[config.mk]
export PLATFORM = sky130hd
export DESIGN_NAME = uic_irq_clear_id
export DESIGN_NICKNAME = d
export VERILOG_FILES = /design/src/hw/uic_pkg.sv /design/src/hw/uic_stat_if.sv /design/src/hw/uic_irq_clear_id.sv /design/src/hw/uic_event_latch.sv
export SDC_FILE = /design/constraint.sdc
export NUM_CORES = 1
export LEC_CHECK = 0
export ABC_AREA = 1
export BUFFER_PORTS_ARGS = -buffer_cell sky130_fd_sc_hd__buf_2
export CORE_ASPECT_RATIO = 1.25
export CORE_MARGIN = 5
export CORE_UTILIZATION = 43
export DETAILED_ROUTE_END_ITERATION = 10
export GPL_TIMING_DRIVEN = 0
export PLACE_DENSITY = 0.8
export SLEW_MARGIN = 20
export SYNTH_ARGS = -nofsm -noshare
export SYNTH_HDL_FRONTEND = slang
export SYNTH_SLANG_ARGS = --single-unit
[constraint.sdc]
create_clock -name core_clk -period 1.72 [get_ports core_clk]
set_input_delay 0.43 -clock core_clk [delete_from_list [all_inputs] [get_ports core_clk]]
set_output_delay 0.43 -clock core_clk [all_outputs]
set_load 0.03 [all_outputs]
[src/hw/uic_pkg.sv]
// Constants shared by the interrupt clear and identification block.
// Assumes a 12-bit word-aligned register address and 32-bit register data.
package uic_pkg;

  // Register bus widths.
  localparam int ADDR_W = 12;
  localparam int DATA_W = 32;

  // Register byte offsets.
  localparam logic [11:0] OFF_MASK = 12'h038;
  localparam logic [11:0] OFF_RAW = 12'h03C;
  localparam logic [11:0] OFF_MASKED = 12'h040;
  localparam logic [11:0] OFF_CLEAR = 12'h044;
  localparam logic [11:0] OFF_ID4 = 12'hFD0;
  localparam logic [11:0] OFF_ID5 = 12'hFD4;
  localparam logic [11:0] OFF_ID6 = 12'hFD8;
  localparam logic [11:0] OFF_ID7 = 12'hFDC;

  // Number of interrupt sources and the register bit of the lowest one.
  localparam int EVT_N = 7;
  localparam int EVT_LSB = 4;

  // Index of each source inside the seven-bit event vector.
  localparam int IDX_RX = 0;
  localparam int IDX_TX = 1;
  localparam int IDX_RTO = 2;
  localparam int IDX_FRM = 3;
  localparam int IDX_PAR = 4;
  localparam int IDX_BRK = 5;
  localparam int IDX_OVR = 6;

  // Register bit of each clear field.
  localparam int BIT_OVR_CLR = 10;
  localparam int BIT_BRK_CLR = 9;
  localparam int BIT_PAR_CLR = 8;
  localparam int BIT_FRM_CLR = 7;
  localparam int BIT_RTO_CLR = 6;
  localparam int BIT_TX_CLR = 5;
  localparam int BIT_RX_CLR = 4;

  // Identification byte field position and width.
  localparam int ID_LSB = 0;
  localparam int ID_W = 8;

  // Values after reset and fixed read values.
  localparam logic [6:0] RAW_RST = 7'h00;
  localparam logic [6:0] MASK_RST = 7'h00;
  localparam logic [3:0] RAW_LOW_RSVD = 4'hF;
  localparam logic [31:0] RD_IDLE = 32'h0000_0000;

  // Identifier default; the value is arbitrary.
  localparam logic [31:0] ID_DEFAULT = 32'h5A3C_96E1;

endpackage

[src/hw/uic_stat_if.sv]
// Interface between the register front end and the event latch.
// Assumes both ends run on the same clock.
`timescale 1ns/1ps
interface uic_stat_if #(
  parameter int N = 7
);
  // One-cycle event pulses from the UART datapath.
  logic [N-1:0] evtSet;
  // One-cycle clear pulses decoded from a clear write.
  logic [N-1:0] clrHit;
  // Latched raw status and its next value.
  logic [N-1:0] raw;
  logic [N-1:0] rawNext;

  // Front end drives events and clears, reads status.
  modport ctrl (output evtSet, output clrHit, input raw, input rawNext);
  // Latch takes events and clears, returns status.
  modport latch (input evtSet, input clrHit, output raw, output rawNext);
endinterface

[src/hw/uic_irq_clear_id.sv]
// Interrupt clear, mask, status and upper identification registers of a UART.
// Assumes a same-clock register master and one-cycle event pulses from the UART.
//
// Functional notes
// - Writing one clears raw and masked status.
// - Writing zero leaves the interrupt unchanged.
// - Bit 10 clears overrun, bit 9 break.
// - Bit 8 clears parity, bit 7 framing.
// - Bits 6,5,4 clear timeout, transmit, receive.
// - Clear register reserved bits ignored, read zero.
// - Identification registers fixed, read-only, low byte.
// - Registers four to seven give identifier bytes.
// - Raw and masked status readable, writes ignored.
// - Interrupt output only when mask bit set.
`timescale 1ns/1ps
module uic_irq_clear_id #(
  // Identifier returned one byte per register; the value is arbitrary.
  parameter logic [31:0] PERIPH_ID = uic_pkg::ID_DEFAULT,
  // Number of interrupt sources handled.
  parameter int EVT_N = uic_pkg::EVT_N
) (
  input wire logic core_clk,
  input wire logic rst,
  input wire logic [uic_pkg::ADDR_W-1:0] regAddr,
  input wire logic [uic_pkg::DATA_W-1:0] regWrData,
  input wire logic regWrEn,
  input wire logic regRdEn,
  output logic [uic_pkg::DATA_W-1:0] regRdData,
  input wire logic [EVT_N-1:0] evtPulse,
  output logic [EVT_N-1:0] intMask,
  output logic irqOut
);

  // The decode below is laid out for the seven documented sources.
  if (EVT_N != uic_pkg::EVT_N) begin : g_chk
    $error("uic_irq_clear_id: EVT_N must be seven");
  end

  // Channel to the status latch.
  uic_stat_if #(.N(EVT_N)) stat ();

  // Mask register, also sent back to the UART.
  logic [EVT_N-1:0] mask_q;
  // Next mask value.
  logic [EVT_N-1:0] mask_d;
  // Registered read data, valid only in the cycle after a read.
  logic [uic_pkg::DATA_W-1:0] rdData_q;
  // Next read data.
  logic [uic_pkg::DATA_W-1:0] rdData_d;
  // Registered interrupt request.
  logic irq_q;
  // Next interrupt request.
  logic irq_d;

  // Decoded write targets.
  logic wrClear;
  logic wrMask;
  // Clear pulses per source.
  logic [EVT_N-1:0] clrHit;
  // Masked status as seen by software.
  logic [EVT_N-1:0] masked;

  // Address decode for writes. Writes to status and identification
  // registers fall through with no effect.
  always_comb begin
    wrClear = regWrEn && (regAddr == uic_pkg::OFF_CLEAR);
    wrMask = regWrEn && (regAddr == uic_pkg::OFF_MASK);
  end

  // Clear pulse decode. Only the seven clear fields are looked at, so
  // reserved bits written by mistake cannot disturb anything.
  always_comb begin
    clrHit = '0;
    if (wrClear) begin
      clrHit[uic_pkg::IDX_OVR] = regWrData[uic_pkg::BIT_OVR_CLR];
      clrHit[uic_pkg::IDX_BRK] = regWrData[uic_pkg::BIT_BRK_CLR];
      clrHit[uic_pkg::IDX_PAR] = regWrData[uic_pkg::BIT_PAR_CLR];
      clrHit[uic_pkg::IDX_FRM] = regWrData[uic_pkg::BIT_FRM_CLR];
      clrHit[uic_pkg::IDX_RTO] = regWrData[uic_pkg::BIT_RTO_CLR];
      clrHit[uic_pkg::IDX_TX] = regWrData[uic_pkg::BIT_TX_CLR];
      clrHit[uic_pkg::IDX_RX] = regWrData[uic_pkg::BIT_RX_CLR];
    end
  end

  // Feed the latch. The latch gives set priority over clear.
  assign stat.evtSet = evtPulse;
  assign stat.clrHit = clrHit;

  // Sticky raw status latch.
  uic_event_latch #(.N(EVT_N)) u_latch (
    .core_clk(core_clk),
    .rst(rst),
    .st(stat.latch)
  );

  // Masked view follows the raw bit, so a clear removes both at once.
  always_comb begin
    masked = stat.raw & mask_q;
  end

  // Mask next value; the mask is a plain read/write field.
  always_comb begin
    mask_d = mask_q;
    if (wrMask) begin
      mask_d = regWrData[uic_pkg::EVT_LSB +: EVT_N];
    end
  end

  // Interrupt request next value. Built from next raw and next mask so that
  // the output flip-flop lines up with the status flip-flops, with no lag.
  always_comb begin
    irq_d = |(stat.rawNext & mask_d);
  end

  // Read data next value. Anything not a read, or an unmapped address,
  // returns zero so the bus never sees stale data.
  always_comb begin
    rdData_d = uic_pkg::RD_IDLE;
    if (regRdEn) begin
      case (regAddr)
        uic_pkg::OFF_MASK: begin
          rdData_d[uic_pkg::EVT_LSB +: EVT_N] = mask_q;
        end
        uic_pkg::OFF_RAW: begin
          rdData_d[uic_pkg::EVT_LSB +: EVT_N] = stat.raw;
          rdData_d[uic_pkg::EVT_LSB-1:0] = uic_pkg::RAW_LOW_RSVD;
        end
        uic_pkg::OFF_MASKED: begin
          rdData_d[uic_pkg::EVT_LSB +: EVT_N] = masked;
        end
        uic_pkg::OFF_CLEAR: begin
          rdData_d = uic_pkg::RD_IDLE;
        end
        uic_pkg::OFF_ID4: begin
          rdData_d[uic_pkg::ID_LSB +: uic_pkg::ID_W] = PERIPH_ID[7:0];
        end
        uic_pkg::OFF_ID5: begin
          rdData_d[uic_pkg::ID_LSB +: uic_pkg::ID_W] = PERIPH_ID[15:8];
        end
        uic_pkg::OFF_ID6: begin
          rdData_d[uic_pkg::ID_LSB +: uic_pkg::ID_W] = PERIPH_ID[23:16];
        end
        uic_pkg::OFF_ID7: begin
          rdData_d[uic_pkg::ID_LSB +: uic_pkg::ID_W] = PERIPH_ID[31:24];
        end
        default: begin
          // Unmapped addresses read as zero.
          rdData_d = uic_pkg::RD_IDLE;
        end
      endcase
    end
  end

  // Register all state. The identifiers are constants, so no write path
  // exists that could ever change them.
  always_ff @(posedge core_clk) begin
    if (rst) begin
      mask_q <= uic_pkg::MASK_RST;
      rdData_q <= uic_pkg::RD_IDLE;
      irq_q <= 1'b0;
    end else begin
      mask_q <= mask_d;
      rdData_q <= rdData_d;
      irq_q <= irq_d;
    end
  end

  // Outputs come straight from flip-flops.
  assign regRdData = rdData_q;
  assign intMask = mask_q;
  assign irqOut = irq_q;

  // A clear of a set bit with no new event removes the raw status.
  a_clear_drops_raw: assert property (@(posedge core_clk) disable iff (rst)
    (clrHit & ~evtPulse & stat.raw) != '0 |=> (stat.raw & $past(clrHit & ~evtPulse)) == '0)
    else $error("clear write left raw status set");

  // A clear write with the overrun bit drops the overrun status.
  a_overrun_clear_map: assert property (@(posedge core_clk) disable iff (rst)
    wrClear && regWrData[10] && !evtPulse[6] |=> !stat.raw[6] && !masked[6])
    else $error("bit 10 did not clear overrun");

  // A clear write with bit 8 drops the parity status.
  a_parity_clear_map: assert property (@(posedge core_clk) disable iff (rst)
    wrClear && regWrData[8] && !evtPulse[4] |=> !stat.raw[4])
    else $error("bit 8 did not clear parity");

  // A clear write with bit 4 drops the receive status.
  a_receive_clear_map: assert property (@(posedge core_clk) disable iff (rst)
    wrClear && regWrData[4] && !evtPulse[0] |=> !stat.raw[0])
    else $error("bit 4 did not clear receive");

  // Reserved clear bits alone never disturb any status.
  a_reserved_clear_idle: assert property (@(posedge core_clk) disable iff (rst)
    wrClear && regWrData[10:4] == 7'h00 |=> stat.raw == $past(stat.raw | evtPulse))
    else $error("reserved clear bits changed status");

  // Reading the clear register returns zero.
  a_clear_reads_zero: assert property (@(posedge core_clk) disable iff (rst)
    regRdEn && regAddr == uic_pkg::OFF_CLEAR |=> rdData_q == 32'h0000_0000)
    else $error("clear register read not zero");

  // The top identifier register returns only its byte, zero above.
  a_id_top_byte: assert property (@(posedge core_clk) disable iff (rst)
    regRdEn && regAddr == uic_pkg::OFF_ID7 |=> rdData_q == {24'h000000, PERIPH_ID[31:24]})
    else $error("identifier byte seven wrong");

  // The lowest identifier register returns the low byte.
  a_id_low_byte: assert property (@(posedge core_clk) disable iff (rst)
    regRdEn && regAddr == uic_pkg::OFF_ID4 |=> rdData_q[7:0] == PERIPH_ID[7:0] && rdData_q[31:8] == 24'h000000)
    else $error("identifier byte four wrong");

  // Raw status read shows the latch as it stood at the read.
  a_raw_read_view: assert property (@(posedge core_clk) disable iff (rst)
    regRdEn && regAddr == uic_pkg::OFF_RAW |=> rdData_q == {21'h0, $past(stat.raw), 4'hF})
    else $error("raw status read mismatch");

  // Writes to the status registers leave the mask untouched.
  a_status_write_void: assert property (@(posedge core_clk) disable iff (rst)
    regWrEn && (regAddr == uic_pkg::OFF_RAW || regAddr == uic_pkg::OFF_MASKED) |=> mask_q == $past(mask_q))
    else $error("status write changed state");

  // The interrupt output tracks unmasked status in the same cycle.
  a_irq_needs_mask: assert property (@(posedge core_clk) disable iff (rst)
    irqOut == ((stat.raw & mask_q) != '0))
    else $error("interrupt output disagrees with masked status");

  // Read data are zero in any cycle not following a read.
  a_read_one_cycle: assert property (@(posedge core_clk) disable iff (rst)
    !regRdEn |=> rdData_q == 32'h0000_0000)
    else $error("read data stood too long");

  // Per-field clear checks for the sources not covered above. Each one
  // leaves out a same-cycle event, because set wins over clear.

  // A clear write with bit 9 drops the break status.
  a_break_clear_map: assert property (@(posedge core_clk) disable iff (rst)
    wrClear && regWrData[uic_pkg::BIT_BRK_CLR] && !evtPulse[uic_pkg::IDX_BRK] |=> !stat.raw[uic_pkg::IDX_BRK])
    else $error("bit 9 did not clear break");

  // A clear write with bit 7 drops the framing status.
  a_framing_clear_map: assert property (@(posedge core_clk) disable iff (rst)
    wrClear && regWrData[uic_pkg::BIT_FRM_CLR] && !evtPulse[uic_pkg::IDX_FRM] |=> !stat.raw[uic_pkg::IDX_FRM])
    else $error("bit 7 did not clear framing");

  // A clear write with bit 6 drops the receive time-out status.
  a_timeout_clear_map: assert property (@(posedge core_clk) disable iff (rst)
    wrClear && regWrData[uic_pkg::BIT_RTO_CLR] && !evtPulse[uic_pkg::IDX_RTO] |=> !stat.raw[uic_pkg::IDX_RTO])
    else $error("bit 6 did not clear timeout");

  // A clear write with bit 5 drops the transmit status.
  a_transmit_clear_map: assert property (@(posedge core_clk) disable iff (rst)
    wrClear && regWrData[uic_pkg::BIT_TX_CLR] && !evtPulse[uic_pkg::IDX_TX] |=> !stat.raw[uic_pkg::IDX_TX])
    else $error("bit 5 did not clear transmit");

  // Fields written as zero in a clear write keep their status and still take events.
  // This is checked against the decoded clear pulses, the latch's own inputs, not the register word.
  a_zero_bits_keep: assert property (@(posedge core_clk) disable iff (rst)
    wrClear |=> (stat.raw & ~$past(clrHit)) == ($past(stat.raw | evtPulse) & ~$past(clrHit)))
    else $error("zero clear bit changed status");

  // A clear with no new event also removes the masked view of that source.
  a_clear_drops_masked: assert property (@(posedge core_clk) disable iff (rst)
    (clrHit & ~evtPulse) != '0 |=> (masked & $past(clrHit & ~evtPulse)) == '0)
    else $error("clear write left masked status set");

  // Every event shows up in raw status one cycle later, mask or not.
  a_event_sets_raw: assert property (@(posedge core_clk) disable iff (rst)
    evtPulse != '0 |=> (stat.raw & $past(evtPulse)) == $past(evtPulse))
    else $error("event not latched in raw status");

  // Masked status read shows the masked view as it stood at the read.
  a_masked_read_view: assert property (@(posedge core_clk) disable iff (rst)
    regRdEn && regAddr == uic_pkg::OFF_MASKED |=> rdData_q == {21'h0, $past(masked), 4'h0})
    else $error("masked status read mismatch");

  // Mask read returns the mask in the same bit layout as the clear fields.
  a_mask_read_view: assert property (@(posedge core_clk) disable iff (rst)
    regRdEn && regAddr == uic_pkg::OFF_MASK |=> rdData_q == {21'h0, $past(mask_q), 4'h0})
    else $error("mask read mismatch");

  // Identifier register five returns bits 15:8 of the identifier.
  a_id_byte_five: assert property (@(posedge core_clk) disable iff (rst)
    regRdEn && regAddr == uic_pkg::OFF_ID5 |=> rdData_q == {24'h000000, PERIPH_ID[15:8]})
    else $error("identifier byte five wrong");

  // Identifier register six returns bits 23:16 of the identifier.
  a_id_byte_six: assert property (@(posedge core_clk) disable iff (rst)
    regRdEn && regAddr == uic_pkg::OFF_ID6 |=> rdData_q == {24'h000000, PERIPH_ID[23:16]})
    else $error("identifier byte six wrong");

  // Writes at or above the identifier block touch neither mask nor status.
  // A stray decode there would let software corrupt state by probing the map.
  a_id_write_void: assert property (@(posedge core_clk) disable iff (rst)
    regWrEn && regAddr >= uic_pkg::OFF_ID4 |=> mask_q == $past(mask_q) && stat.raw == $past(stat.raw | evtPulse))
    else $error("identifier write changed state");

  // Writes to the status registers never clear the raw status.
  a_status_write_raw: assert property (@(posedge core_clk) disable iff (rst)
    regWrEn && (regAddr == uic_pkg::OFF_RAW || regAddr == uic_pkg::OFF_MASKED) |=> stat.raw == $past(stat.raw | evtPulse))
    else $error("status write changed raw status");

  // An all-zero mask silences the interrupt output from the next cycle on.
  a_zero_mask_quiet: assert property (@(posedge core_clk) disable iff (rst)
    wrMask && regWrData[uic_pkg::EVT_LSB +: EVT_N] == '0 |=> !irqOut)
    else $error("interrupt raised with all sources masked");

  // A mask write reaches the mask output one cycle later.
  a_mask_write_lands: assert property (@(posedge core_clk) disable iff (rst)
    wrMask |=> intMask == $past(regWrData[uic_pkg::EVT_LSB +: EVT_N]))
    else $error("mask write did not land");

  // An event on an enabled source raises the output with no extra lag.
  // The output flop is fed from next values so that it cannot trail status.
  a_irq_on_unmasked: assert property (@(posedge core_clk) disable iff (rst)
    (evtPulse & mask_q) != '0 && !wrMask |=> irqOut)
    else $error("unmasked event did not raise interrupt");

  // Seen from the register side, an event beats its own clear.
  a_set_wins_top: assert property (@(posedge core_clk) disable iff (rst)
    (evtPulse & clrHit) != '0 |=> (stat.raw & $past(evtPulse & clrHit)) == $past(evtPulse & clrHit))
    else $error("event lost under clear write");

  // Reserved upper bits of every read are zero.
  a_read_upper_zero: assert property (@(posedge core_clk) disable iff (rst)
    regRdEn |=> rdData_q[31:11] == 21'h0)
    else $error("reserved read bits not zero");

endmodule

[src/hw/uic_event_latch.sv]
// Sticky raw interrupt status, one bit per source.
// Assumes events and clears are one-cycle pulses on core_clk.
`timescale 1ns/1ps
module uic_event_latch #(
  parameter int N = 7
) (
  input wire logic core_clk,
  input wire logic rst,
  uic_stat_if.latch st
);

  // The front end decodes exactly the documented source count.
  if (N != uic_pkg::EVT_N) begin : g_chk
    $error("uic_event_latch: N must match the source count");
  end

  // Registered raw status.
  logic [N-1:0] raw_q;
  // Next raw status.
  logic [N-1:0] raw_d;

  // Per-bit next value: an event wins over a clear in the same cycle.
  for (genvar i = 0; i < N; i++) begin : g_bit
    always_comb begin
      raw_d[i] = st.evtSet[i] | (raw_q[i] & ~st.clrHit[i]);
    end
  end

  // Register the status bits.
  always_ff @(posedge core_clk) begin
    if (rst) begin
      raw_q <= uic_pkg::RAW_RST[N-1:0];
    end else begin
      raw_q <= raw_d;
    end
  end

  assign st.raw = raw_q;
  assign st.rawNext = raw_d;

  // An event in the clear cycle leaves the bit set.
  a_set_beats_clear: assert property (@(posedge core_clk) disable iff (rst)
    (st.evtSet & st.clrHit) != '0 |=> (raw_q & $past(st.evtSet)) == $past(st.evtSet))
    else $error("event lost under clear");

  // A set bit without a clear or event stays set.
  a_no_clear_holds: assert property (@(posedge core_clk) disable iff (rst)
    (raw_q & ~st.clrHit) != '0 |=> (raw_q & $past(raw_q & ~st.clrHit)) == $past(raw_q & ~st.clrHit))
    else $error("status dropped without clear");

endmodule

# After elaboration in Yosys (flattened, before gate mapping)
# Cells that the tools add are included.
dict set report word_totals {
  mem_bits_ro 0
  wordCells 46
  regBits 47
  output_inout_bits 40
  ram_bits 0
  mem_count 0
  in_bits 55
  latchBits 0
}
dict set report op_classes {
  n_mux 5
  bitwise_logic 24
  n_div 0
  shifts 0
  n_reduce_logical 4
  n_mul 0
  n_eq_ne 8
  addsub 0
  order_cmp 0
}
# op n
set op_table {}
lappend op_table {{$eq 12x12->1 const B} 4}
lappend op_table {{$pmux 4 s7} 1}
lappend op_table {{$eq 12x6->1 const B} 2}
lappend op_table {{$eq 12x7->1 const B} 2}
lappend op_table {{$pmux 4 s5} 1}
lappend op_table {{$and 7x7->7} 2}
lappend op_table {{$mux 7} 2}
lappend op_table {{$pmux 3 s3} 1}
lappend op_table {{$not 1->1} 8}
lappend op_table {{$and 1x1->1} 7}
lappend op_table {{$or 1x1->1} 7}
lappend op_table {{$reduce_or 7->1} 1}
lappend op_table {{$logic_and 1x1->1} 2}
lappend op_table {{$reduce_or 2->1} 1}

# Longest topological paths before layout
dict set report depth {
  word_depth 8
  mapped_depth 12
  ltp_nobuf 12
}

# Modules after synthesis
# From an unflattened synthesis, not the netlist that was laid out.
dict set report hier_totals {
  hier_cells 238
  area_unflattened_um2 1624.1
}
# mod n_inst cells_per_inst seq_area_each_um2 area_per_inst_um2
set by_module_without_submodules {}
lappend by_module_without_submodules {uic_irq_clear_id 1 196 380.4 1326.3}
lappend by_module_without_submodules {uic_event_latch 1 42 140.1 297.8}

# Worst setup path after synthesis
# Ideal clock, no wire load.
dict set report synth_timing {
  path_kind {input-to-reg}
  start {in regAddr[11] (netlist bit)}
  end {reg irq_q (netlist: irqOut)}
  setup_slack_ps 227
  setup_time_ps 126
  cell_stages 10
  required_ps 1594
  n_path_buf 0
  t_arrival_ps 1367
  cell_sequence {nor2_1 > nand2_1 > nor2_4 > nand3_4 > nand2_1 > nand2_1 > nand2_1 > nand2_1 > nor2_1 > a21oi_1}
}
dict set report synth_via {
  elab_chain_len 8
  word_cells_on_any_way 29
  classes_between {eq/ne: 2; mux: 2; bitwise: 22; reduce/logical: 3}
}
# item line_no
set synth_lines {}
lappend synth_lines {{from (decl)} uic_irq_clear_id.sv:24} ;# input wire logic [uic_pkg::ADDR_W-1:0] regAddr,
lappend synth_lines {{$eq 12x7->1} uic_irq_clear_id.sv:66} ;# wrClear = regWrEn && (regAddr == uic_pkg::OFF_CLEAR);
lappend synth_lines {{$logic_and 1x1->1} uic_irq_clear_id.sv:66}
lappend synth_lines {{$mux 7} uic_irq_clear_id.sv:74} ;# if (wrClear) begin
lappend synth_lines {{$not 1->1} uic_event_latch.sv:25} ;# raw_d[i] = st.evtSet[i] | (raw_q[i] & ~st.clrHit[i]);
lappend synth_lines {{$and 1x1->1} uic_event_latch.sv:25}
lappend synth_lines {{$or 1x1->1} uic_event_latch.sv:25}
lappend synth_lines {{$and 7x7->7 (*)} uic_irq_clear_id.sv:112} ;# irq_d = |(stat.rawNext & mask_d);
lappend synth_lines {{$reduce_or 7->1 (*)} uic_irq_clear_id.sv:112}
lappend synth_lines {{to (signal assigned)} uic_irq_clear_id.sv:164} ;# irq_q <= irq_d;
lappend synth_lines {{to (decl)} uic_irq_clear_id.sv:51} ;# logic irq_q;
# Mark *: on every way between the ends. The rest lies on a longest branch, timed or not.
# A chain may end at the register's enable or synchronous reset.

# Worst setup path after layout
# Same ends and word-level chain as after synthesis.

==> flow_metrics.tcl <==
set metrics [dict create \
    final_cell_mix "60 x nand2_1, 46 x buf_2, 26 x dfxtp_1, 24 x a21oi_1" \
    async_flop_share 0 \
    nets 346 \
    end_kind "flop" \
    reg2reg_depth 5 \
    yosysTopAreaCellShare 0.341 \
    fin_crit_ns 1.57 \
    cts-root-buf "clkbuf_8" \
    critPathKind "input pin to flop" \
    dieHeight_um 76.6 \
    cts_tree "built" \
    design_area_um2 1950 \
    powerDensity_nw_per_um2 687 \
    finalWirelength_um 3900 \
    drive_above_1_share 0.310 \
    r2r_end "regRdData[5]$_SDFF_PP0_" \
    cts.path.max_buffers 2 \
    ys_warn_count 0 \
    rows 24 \
    drc_errors 0 \
    ctsHoldBuffers 0 \
    slew_viol_final 0 \
    r2r_start "intMask[1]$_SDFF_PP0_" \
    hold_ws_ns 0.399 \
    grt_max_degree 16 \
    gp_congestion 0.772 \
    initial_core_util 0.442 \
    die_width_um 63.3 \
    layout_worst_path_cycle_share 0.912 \
    place_inst 325 \
    wl_per_cell_um 11.9 \
    viasPerCell 4.83 \
    crit_arrival_ns 1.73 \
    finalSetupViolCount 0 \
    yosysSeqAreaShare 0.341 \
    htreeDepth 1 \
    dieArea_um2 4850 \
    final_common_cell "nand2_1" \
    hold_depth 3 \
    synth-main-ff-cell "dfxtp_1" \
    post_cts_resized 0 \
    instances_no_fill 329 \
    fillers 353 \
    antenna_left 0 \
    reg2reg_slack_ns 0.77 \
    path_max_fanout 10 \
    cellLeakagePower_uw 0.00107 \
    crit_top_cell "nand2_1" \
    min_from "evtPulse[2]" \
    ys_ff_latch 26 \
    cp_cell_sequence "buf_2 > nor2_1 > nand2_1 > nor2_4 > nand3_4 > nand2_1 > nand2_1 > nand2_1 > nand2_1 > nor2_1 > a21oi_1" \
    synth.avg_cell_area_um2 6.93 \
    status "completed" \
    firstDrtPassIters 4 \
    post-cts-setup-buffer-count 0 \
    netlist_area_um2 1530 \
    grt_usage 0.163 \
    core_area_um2 3450 \
    grt_remaining_overflow 0 \
    hold-path-endpoint "u_latch.st.raw[2]$_SDFF_PP0_" \
    place_hpwl_um 3110 \
    port_buffers 46 \
    peakVddDrop_uv 559 \
    ys_top_cells_by_area "dfxtp_1 34%, nand2_1 15%, buf_4 10%" \
    area_delta_synth_final_pct 28.1 \
    diodes 0 \
    dpl_cell_area_um2 1880 \
    num_vias 1590 \
    hold_violations 0 \
    drt_iter0_drc 111 \
    syn_inst 220 \
    synth-edff-count 0 \
    antenna_found_initial 0 \
    netlist.top_cell.by_area "dfxtp_1" \
    min_path_type "input pin to flop" \
    cap_violations 0 \
    max_clock_freq_mhz 637 \
    start_kind "input pin" \
    clk_latency_ns 0.27 \
    final.setup_skew_ns 0.00870 \
    crit_path_max_incr_delay_ns 0.33 \
    cts.sinks 26 \
    numCtsBuffers 3 \
    synth_cell_types 26 \
    clk_pin_slew_worst_paths_ns 0.09 \
    io_pins 95 \
    grt_first_pass_wirelength_um 6610 \
    crit_slowest_cell "nor2_4" \
    cp.required_ns 1.88 \
    rsz0062_at_grt "no" \
    grt_pass1_vias 1564 \
]
[worst max-delay path: cells and delay by family]
family | cells | cell delay, ns
AO/OA/AOI/OAI | 1 | 0.07
AND/OR/NAND/NOR | 9 | 1.11
buffers and inverters | 1 | 0.10
[per-layer routing]
layer	up-vias	global-route usage	wire, µm
met4	0	0.0769	109
li1	809	-	-
met2	74	0.294	2030
met3	11	0.0324	326
met5	-	0	0
met1	696	0.178	1440
[through the flow]
| stage | power [µW] | utilization | worst slack, ns | TNS (ns) |
|---|---|---|---|---|
| final | 1340 | 0.566 | 0.151 | 0 |
| after global routing | 1410 | 0.566 | 0.00534 | 0 |
| after CTS | 1350 | 0.565 | 0.108 | 0 |
| after detailed placement | 844 | 0.544 | -0.187 | -0.273 |
| after global placement | 840 | 0.544 | -0.135 | -0.178 |
| after floorplan | 788 | - | 0.227 | 0 |
[area by class of cell]
class | instances | area [µm²] | share of cell area
multi-input combinational | 165 | 803 | 0.411
sequential | 26 | 520 | 0.266
timing repair buffer | 46 | 230 | 0.118
buffer | 25 | 188 | 0.0961
inverter | 24 | 91.3 | 0.0468
tap | 39 | 48.8 | 0.0250
clock buffer | 3 | 41.3 | 0.0211
clock inverter | 1 | 30.0 | 0.0154
[worst max-delay path by stage]
stage / from / end / slack (ns) / depth (start not counted)
floorplan: regAddr[11] / irqOut$_SDFF_PP0_ / 0.23 / 10
global placement: regAddr[11] / irqOut$_SDFF_PP0_ / -0.13 / 12
detailed placement: regAddr[11] / irqOut$_SDFF_PP0_ / -0.19 / 12
CTS: regAddr[11] / irqOut$_SDFF_PP0_ / 0.11 / 12
global route: regAddr[11] / irqOut$_SDFF_PP0_ / 0.005 / 11
finish: regAddr[11] / irqOut$_SDFF_PP0_ / 0.15 / 11
[cells in the mapped netlist (2+ instances only)]
master	count
inv_2	2
nand4_1	9
nand2_1	60
a21oi_1	24
nand2_2	2
nor2_1	14
buf_4	21
nand3_2	2
nand3_1	14
o21ai_0	6
inv_1	21
dfxtp_1	26
buf_6	2
clkbuf_1	2
nor2_4	4
[logic make-up after synthesis]
family	after synthesis	share of synthesized area
other	1	0.00246
AOI/OAI and AO/OA	34	0.120
DFF	26	0.341
buffers and inverters	49	0.183
and+or+nand+nor	110	0.354
[state kept, by name, summed over array words and instances (netlist names)]
signal and flops:
irqOut 1, regRdData 11, intMask 7, u_latch.st.raw 7
[report_power, final]
part	internal, µW	switching [µW]
combinational	75.7	136
clock	312	196
sequential	613	8.54
total	1000	341
Note: power is estimated with default switching activity, not from simulation.
